--- src/design/vcsfsm_pkg.sv ---
/*
 * Shared types and constants of the cable-supply swap state machine.
 * Assumes a 125 MHz policy engine clock; the supply-on timeout figure is a
 * plain default to be replaced by the system value.
 */
package vcsfsm_pkg;

  // Clock rate and supply-on timeout
  localparam int unsigned CLK_PERIOD_NS = 8;
  localparam int unsigned SUPPLY_ON_TIME_US = 100000;
  localparam int unsigned SUPPLY_ON_CYCLES = (SUPPLY_ON_TIME_US * 1000) / CLK_PERIOD_NS;
  localparam int unsigned TIMER_WIDTH = 32;

  // Values after reset
  localparam logic RST_SUPPLY_ON_REQ = 1'b0;
  localparam logic RST_SUPPLY_OFF_REQ = 1'b0;

  // States, Gray coded along the responder path
  typedef enum logic [3:0] {
    ready_state = 4'h0,
    eval_state = 4'h1,
    responder_accept_state = 4'h3,
    responder_wait_partner_state = 4'h2,
    responder_supply_off_state = 4'h6,
    responder_supply_on_state = 4'h7,
    responder_send_ready_state = 4'h5,
    responder_refuse_state = 4'h4,
    initiator_supply_on_state = 4'hc,
    initiator_send_ready_state = 4'hd,
    hard_reset_state = 4'hf
  } vcsfsm_state_type;

  // Messages handed to the protocol layer
  typedef enum logic [1:0] {
    msg_ps_rdy = 2'h0,
    msg_accept = 2'h1,
    msg_reject = 2'h2,
    msg_wait = 2'h3
  } vcsfsm_msg_type;

  // Transmit request towards the protocol layer
  typedef struct packed {
    logic req;
    vcsfsm_msg_type msg;
  } vcsfsm_tx_type;

  // Events and status from the protocol layer
  typedef struct packed {
    logic swap_rcvd;
    logic ps_rdy_rcvd;
    logic tx_done;
  } vcsfsm_rx_type;

  // Answers and status from the policy manager
  typedef struct packed {
    logic supply_is_on;
    logic swap_ok;
    logic swap_reject;
    logic swap_wait;
    logic initiator_go;
    logic hard_reset_done;
  } vcsfsm_dpm_in_type;

  // Requests towards the policy manager
  typedef struct packed {
    logic supply_on_req;
    logic supply_off_req;
    logic eval_req;
  } vcsfsm_dpm_out_type;

  // Whole state of the machine
  typedef struct packed {
    vcsfsm_state_type fsm;
    logic [TIMER_WIDTH-1:0] timer;
    vcsfsm_tx_type tx;
    vcsfsm_dpm_out_type dpm;
    logic hard_reset_src;
    logic hard_reset_snk;
  } vcsfsm_regs_type;

endpackage : vcsfsm_pkg

--- src/design/vcsfsm_top.sv ---
/*
 * Cable-supply swap policy state machine: initiator tail and full
 * responder path. Assumes the protocol layer answers each transmit
 * request with a one-cycle tx_done and the policy manager reports the
 * supply state as a level and its swap verdict as one-cycle pulses.
 */
// What this block does
// RQ1 - In initiator supply-on it asks for the supply and moves to send-ready once it is on.
// RQ2 - In initiator send-ready it sends PS_RDY and then returns to the ready state of its role.
// RQ3 - While evaluating a swap request it goes to accept when the manager says the swap is fine.
// RQ4 - While evaluating a swap request it goes to refuse when the manager says it cannot be done.
// RQ5 - In responder accept it sends an Accept message.
// RQ6 - After Accept is sent with its own supply on it waits for the partner's supply.
// RQ7 - After Accept is sent with its own supply off it goes to responder supply-on.
// RQ8 - In responder refuse it sends Reject when impossible now, or Wait when more thought is needed.
// RQ9 - After Reject or Wait has gone out it returns to the ready state.
// RQ10 - In the wait state it runs the supply-on timer and goes to supply-off on a received PS_RDY.
// RQ11 - If the supply-on timer expires while waiting it enters hard reset for its power role.
// RQ12 - In responder supply-off it asks for the supply off and returns to ready once it is off.
// RQ13 - In responder supply-on it asks for the supply and moves to send-ready once it is on.
// RQ14 - In responder send-ready it sends a PS_RDY message.
// RQ15 - After the responder's PS_RDY has gone out it returns to the ready state of its role.
// RQ16 - A swap request received in ready starts an evaluation by the manager; peers ask only from ready.
`timescale 1ns/100ps

module vcsfsm_top #(
  parameter int unsigned SUPPLY_ON_CYCLES = vcsfsm_pkg::SUPPLY_ON_CYCLES
) (
  input wire logic ref_clk, // Policy engine clock
  input wire logic sys_rst, // Synchronous reset, active high
  input wire logic role_is_source, // Present power role: 1 source, 0 sink
  input wire vcsfsm_pkg::vcsfsm_rx_type rx, // Protocol layer events
  input wire vcsfsm_pkg::vcsfsm_dpm_in_type dpm_in, // Policy manager answers
  output vcsfsm_pkg::vcsfsm_tx_type tx, // Message transmit request
  output vcsfsm_pkg::vcsfsm_dpm_out_type dpm_out, // Policy manager requests
  output logic source_ready, // In source ready state
  output logic sink_ready, // In sink ready state
  output logic hard_reset_src, // In source hard reset state
  output logic hard_reset_snk // In sink hard reset state
);

  vcsfsm_pkg::vcsfsm_regs_type state_reg;
  vcsfsm_pkg::vcsfsm_regs_type state_next;

  localparam logic [vcsfsm_pkg::TIMER_WIDTH-1:0] TIMER_LAST =
    vcsfsm_pkg::TIMER_WIDTH'(SUPPLY_ON_CYCLES - 1);

  // Next state, timer and registered outputs
  always_comb begin
    state_next = state_reg;
    unique case (state_reg.fsm)
      vcsfsm_pkg::ready_state: begin
        // RQ16 swap request evaluated
        if (rx.swap_rcvd) begin
          state_next.fsm = vcsfsm_pkg::eval_state;
        end else if (dpm_in.initiator_go) begin
          state_next.fsm = vcsfsm_pkg::initiator_supply_on_state;
        end
      end
      vcsfsm_pkg::eval_state: begin
        // RQ3 accept on approval
        if (dpm_in.swap_ok) begin
          state_next.fsm = vcsfsm_pkg::responder_accept_state;
          state_next.tx.msg = vcsfsm_pkg::msg_accept;
        // RQ4 refuse when not possible
        end else if (dpm_in.swap_reject || dpm_in.swap_wait) begin
          state_next.fsm = vcsfsm_pkg::responder_refuse_state;
          // RQ8 reject wins over wait
          state_next.tx.msg = dpm_in.swap_reject ? vcsfsm_pkg::msg_reject
                                                 : vcsfsm_pkg::msg_wait;
        end
      end
      vcsfsm_pkg::responder_accept_state: begin
        if (rx.tx_done) begin
          // RQ6 own supply on, wait
          if (dpm_in.supply_is_on) begin
            state_next.fsm = vcsfsm_pkg::responder_wait_partner_state;
            state_next.timer = '0;
          // RQ7 own supply off, turn on
          end else begin
            state_next.fsm = vcsfsm_pkg::responder_supply_on_state;
          end
        end
      end
      vcsfsm_pkg::responder_refuse_state: begin
        // RQ9 back to ready
        if (rx.tx_done) begin
          state_next.fsm = vcsfsm_pkg::ready_state;
        end
      end
      vcsfsm_pkg::responder_wait_partner_state: begin
        // RQ10 partner supply ready
        if (rx.ps_rdy_rcvd) begin
          state_next.fsm = vcsfsm_pkg::responder_supply_off_state;
        // RQ11 timer expiry hard reset
        end else if (state_reg.timer >= TIMER_LAST) begin
          state_next.fsm = vcsfsm_pkg::hard_reset_state;
        end else begin
          state_next.timer = state_reg.timer + 1'b1;
        end
      end
      vcsfsm_pkg::responder_supply_off_state: begin
        // RQ12 supply off, ready
        if (!dpm_in.supply_is_on) begin
          state_next.fsm = vcsfsm_pkg::ready_state;
        end
      end
      vcsfsm_pkg::responder_supply_on_state: begin
        // RQ13 supply on, send ready
        if (dpm_in.supply_is_on) begin
          state_next.fsm = vcsfsm_pkg::responder_send_ready_state;
          state_next.tx.msg = vcsfsm_pkg::msg_ps_rdy;
        end
      end
      vcsfsm_pkg::responder_send_ready_state: begin
        // RQ15 back to ready
        if (rx.tx_done) begin
          state_next.fsm = vcsfsm_pkg::ready_state;
        end
      end
      vcsfsm_pkg::initiator_supply_on_state: begin
        // RQ1 supply on, send ready
        if (dpm_in.supply_is_on) begin
          state_next.fsm = vcsfsm_pkg::initiator_send_ready_state;
          state_next.tx.msg = vcsfsm_pkg::msg_ps_rdy;
        end
      end
      vcsfsm_pkg::initiator_send_ready_state: begin
        // RQ2 back to ready
        if (rx.tx_done) begin
          state_next.fsm = vcsfsm_pkg::ready_state;
        end
      end
      vcsfsm_pkg::hard_reset_state: begin
        if (dpm_in.hard_reset_done) begin
          state_next.fsm = vcsfsm_pkg::ready_state;
        end
      end
      default: begin
        state_next.fsm = vcsfsm_pkg::ready_state;
      end
    endcase

    // RQ5 RQ8 RQ14 transmit while in sending states
    state_next.tx.req = (state_next.fsm == vcsfsm_pkg::responder_accept_state) ||
                        (state_next.fsm == vcsfsm_pkg::responder_refuse_state) ||
                        (state_next.fsm == vcsfsm_pkg::responder_send_ready_state) ||
                        (state_next.fsm == vcsfsm_pkg::initiator_send_ready_state);
    // RQ1 RQ13 supply on request
    state_next.dpm.supply_on_req =
      (state_next.fsm == vcsfsm_pkg::responder_supply_on_state) ||
      (state_next.fsm == vcsfsm_pkg::initiator_supply_on_state);
    // RQ12 supply off request
    state_next.dpm.supply_off_req =
      (state_next.fsm == vcsfsm_pkg::responder_supply_off_state);
    // RQ16 ask for evaluation
    state_next.dpm.eval_req = (state_next.fsm == vcsfsm_pkg::eval_state);
    // RQ11 hard reset by role
    if (state_next.fsm != vcsfsm_pkg::hard_reset_state) begin
      state_next.hard_reset_src = 1'b0;
      state_next.hard_reset_snk = 1'b0;
    end else if (state_reg.fsm != vcsfsm_pkg::hard_reset_state) begin
      state_next.hard_reset_src = role_is_source;
      state_next.hard_reset_snk = !role_is_source;
    end
  end

  // State register
  always_ff @(posedge ref_clk) begin
    if (sys_rst) begin
      state_reg.fsm <= vcsfsm_pkg::ready_state;
      state_reg.timer <= '0;
      state_reg.tx.req <= 1'b0;
      state_reg.tx.msg <= vcsfsm_pkg::msg_ps_rdy;
      state_reg.dpm.supply_on_req <= vcsfsm_pkg::RST_SUPPLY_ON_REQ;
      state_reg.dpm.supply_off_req <= vcsfsm_pkg::RST_SUPPLY_OFF_REQ;
      state_reg.dpm.eval_req <= 1'b0;
      state_reg.hard_reset_src <= 1'b0;
      state_reg.hard_reset_snk <= 1'b0;
    end else begin
      state_reg <= state_next;
    end
  end

  // Outputs
  assign tx = state_reg.tx;
  assign dpm_out = state_reg.dpm;
  // RQ2 RQ9 RQ12 ready by role
  assign source_ready = (state_reg.fsm == vcsfsm_pkg::ready_state) && role_is_source;
  assign sink_ready = (state_reg.fsm == vcsfsm_pkg::ready_state) && !role_is_source;
  assign hard_reset_src = state_reg.hard_reset_src;
  assign hard_reset_snk = state_reg.hard_reset_snk;

endmodule : vcsfsm_top

--- config.mk ---
export PLATFORM = sky130hd
export DESIGN_NAME = vcsfsm_top
export DESIGN_NICKNAME = d
export VERILOG_FILES = /design/src/design/vcsfsm_pkg.sv /design/src/design/vcsfsm_top.sv
export SDC_FILE = /design/constraint.sdc
export NUM_CORES = 1
export LEC_CHECK = 0
export BUFFER_PORTS_ARGS = -buffer_cell sky130_fd_sc_hd__buf_2
export CORE_MARGIN = 10
export CORE_UTILIZATION = 50
export CTS_CLUSTER_DIAMETER = 120
export DETAILED_ROUTE_END_ITERATION = 10
export PLACE_DENSITY_LB_ADDON = 0.08
export REMOVE_ABC_BUFFERS = 1
export SKIP_CTS_REPAIR_TIMING = 1
export SLEW_MARGIN = 30
export SYNTH_ARGS = -nofsm -noshare
export SYNTH_HDL_FRONTEND = slang
export SYNTH_SLANG_ARGS = --single-unit
--- constraint.sdc ---
create_clock -name ref_clk -period 1.8 [get_ports ref_clk]
set_clock_uncertainty 0.05 [all_clocks]
set_input_delay 0.36 -clock ref_clk [delete_from_list [all_inputs] [get_ports ref_clk]]
set_output_delay 0.36 -clock ref_clk [all_outputs]
set_load 0.01 [all_outputs]
==> key figures <==
Job
  • Max-cap viol count: 0

Logic synthesis
  • Netlist cell types: 62
  • Sequential fraction of the synthesis area: 0.384
  • Mapped Cells: 270
  • Warnings from Yosys: 0
  • Share of synthesized flip-flops with an asynchronous set or reset: 0
  • Most used flip-flop cell after synthesis: dfxtp_1
  • Mean Syn Cell Area: 8.49 um2
  • Most common cell in the netlist: dfxtp_1
  • Post-synth EDFFs: 0
  • Post-Syn Area: 2290 um2
  • #FFs+latches synth: 44
  • Synth top cells by count: dfxtp_1, a21oi_1, nand2_1, o21ai_0, nor2_1
  • Top cell type's share of synthesized area: 0.384
  • Yosys top cell by area: dfxtp_1
  • Area contributors post-synth: dfxtp_1, a21oi_1, o21ai_0

Placement
  • Port-buffer cells: 21
  • Post-DP HPWL: 4.30 mm
  • RePlAce Congestion: 0.858
  • Place WS: -0.341 ns
  • Cells after DPL: 387

Clocking
  • Clock Sinks: 44
  • Clock-pin slew on the worst setup and hold paths: 0.09 ns
  • H-tree levels: 2
  • CTS root buffer: clkbuf_8
  • Worst-Skew Late Latency: 0.30 ns
  • Bufs on Longest Clock Path: 2
  • TritonCTS Buffers: 5
  • CTS tree: yes

Global routing
  • Total global routing overflow: 0
  • Largest net degree at the start of global routing: 21
  • Vias in the first global route: 2030
  • Initial antenna violation count: 0
  • First-pass GRT wire length: 9.38 mm
  • GRT Overall Usage: 0.148

Critical path
  • Max FO, Critical Path: 5
  • CP Data Arrival Time: 2.44 ns
  • Worst path slowest cell: or4_4
  • Startpoint type of the worst setup path: flop
  • CP Capture Type: flop
  • CP Class: reg2reg
  • Worst-path cell chain: nor4_4 -> nand2_2 -> o31ai_4 -> nand4_1 -> buf_4 -> buf_12 -> or4_4 -> a21oi_2
  • Largest stage delay, worst path: 0.41 ns
  • Critical Path RT: 1.98 ns

Die
  • Initial Util: 0.523
  • # IOs: 22
  • Die W: 87.7 um
  • Die area: 7690 um2
  • Placement Rows: 24
  • Core area: 4380 um2
  • Die Y: 87.7 um

Power and ir drop
  • Int Pwr: 1.57 mW
  • Psw: 0.624 mW
  • Pwr Density: 675 nW/um2
  • Leak: 1.30 nW
  • Switch share: 0.284
  • Seq pwr share: 0.476
  • Gate power share: 0.217
  • Clock power share: 0.307
  • Peak supply drop: 612 uV
  • Total power: 2.20 mW

Timing
  • Worst-Margin Slew: 0.425 ns
  • Hold Vio Cnt, Final: 0
  • Finish-stage setup viols: 32
  • Hold slack: 0.335 ns
  • Minimum clock period: 2.25 ns
  • Unrepaired setup endpoints after global routing: true
  • Tcrit/Tclk final: 1.25
  • Setup ws final: -0.452 ns
  • FMAX: 444 MHz
  • Slew margin rel.: 0.715
  • Final Max Slew Viols: 0

Cells and area
  • Share of layout cells above drive strength 1: 0.439
  • Fin util: 0.742
  • Largest register FFs: 36
  • Non-Filler Instances: 407
  • Ant diodes: 0
  • Syn-to-layout area delta: 42.0%
  • Fill cells: 319
  • Nets: 367

Detailed routing
  • DRC viols: 0
  • Routed len/inst: 16.2 um
  • Via-to-Cell Ratio: 5.69
  • DRT iter0 DRCs: 172
  • Final wirelength: 6.58 mm
  • Drt first pass iters: 4
  • Vias: 2314
  • Antenna-violating nets left: 0

Status
  • Status: finished with violations
  • Failing checks: negative setup slack

Worst hold path
  • Hold WC Path Type: in2reg
==> routing by layer <==
metal	vias up	part of all wire	track usage
li1	1167	-	-
met1	1085	0.47	0.209
met2	52	0.47	0.220
met3	10	0.049	0.0362
met4	0	0.012	0.0362
met5	-	0	0
==> path summary, 6_finish.rpt <==
kind / start / endpoint / slack, ns / depth (start not counted)
max: state_reg[38] / state_reg[21] / -0.45 / 8
min: role_is_source / hard_reset_src / 0.34 / 3
max reg2reg: state_reg[38] / state_reg[21] / -0.45 / 8
min reg2reg: hard_reset_src / hard_reset_src / 0.41 / 2
==> placed cells by master, fill, tap and decap left out, drive strengths merged, types with 2 or more instances in the layout <==
cell     count
a2111oi      2
a211oi       2
a21boi       2
a21oi       26
a31oi        3
and2        10
and3         3
buf         93
clkbuf       8
dfxtp       44
inv         11
mux2i        2
nand2       21
nand2b       4
nand3        8
nand3b       3
nand4        8
nand4b       3
nor2        15
nor2b        3
nor3         4
nor4         4
o21a         3
o21ai       18
o31ai        6
or2          2
or3         15
or3b         3
or4          7
==> logic make-up after synthesis <==
group / count (synthesis) / share of synthesized area
flops: 44 / 0.384
buf+inv: 28 / 0.0622
compound gates: 73 / 0.212
xor+xnor: 2 / 0.00764
mux: 2 / 0.00873
simple gates: 120 / 0.319
fa+ha+maj: 1 / 0.00546
==> worst max-delay path, delay by kind of cell, from the launching register on <==
| family | cells | cell delay (ns) |
|---|---|---|
| AO/OA/AOI/OAI | 2 | 0.42 |
| flip-flops | 1 | 0.34 |
| buffers and inverters | 2 | 0.32 |
| AND/OR/NAND/NOR | 4 | 1.05 |
==> cell type report <==
cell class                      instances  area [um2]  area share
Clock buffer                            6        82.6      0.0254
Clock inverter                          2        13.8     0.00423
Inverter                               10        37.5      0.0115
Multi-Input combinational cell        198        1420       0.437
Sequential cell                        44         893       0.275
Tap cell                               52        65.1      0.0200
Timing Repair Buffer                   95         741       0.228
==> power by group through the flow <==
stage | clock network [mW] | logic (mW) | registers [mW]
final | 0.674 | 0.478 | 1.05
after floorplan | 0 | 0.172 | 1.07
after global routing | 0.725 | 0.514 | 1.05
after CTS | 0.685 | 0.394 | 1.04
after global placement | 0 | 0.389 | 1.06
after detailed placement | 0 | 0.392 | 1.06
==> metrics by stage <==
step	instance area, um2	setup TNS, ns
2_1_floorplan	2190	-6.16
3_3_place_gp	2850	-6.10
3_5_place_dp	2850	-7.52
4_1_cts	2940	-9.15
5_1_grt	3250	-11.88
6_report	3250	-8.21
(Power assumes the default switching activity.)
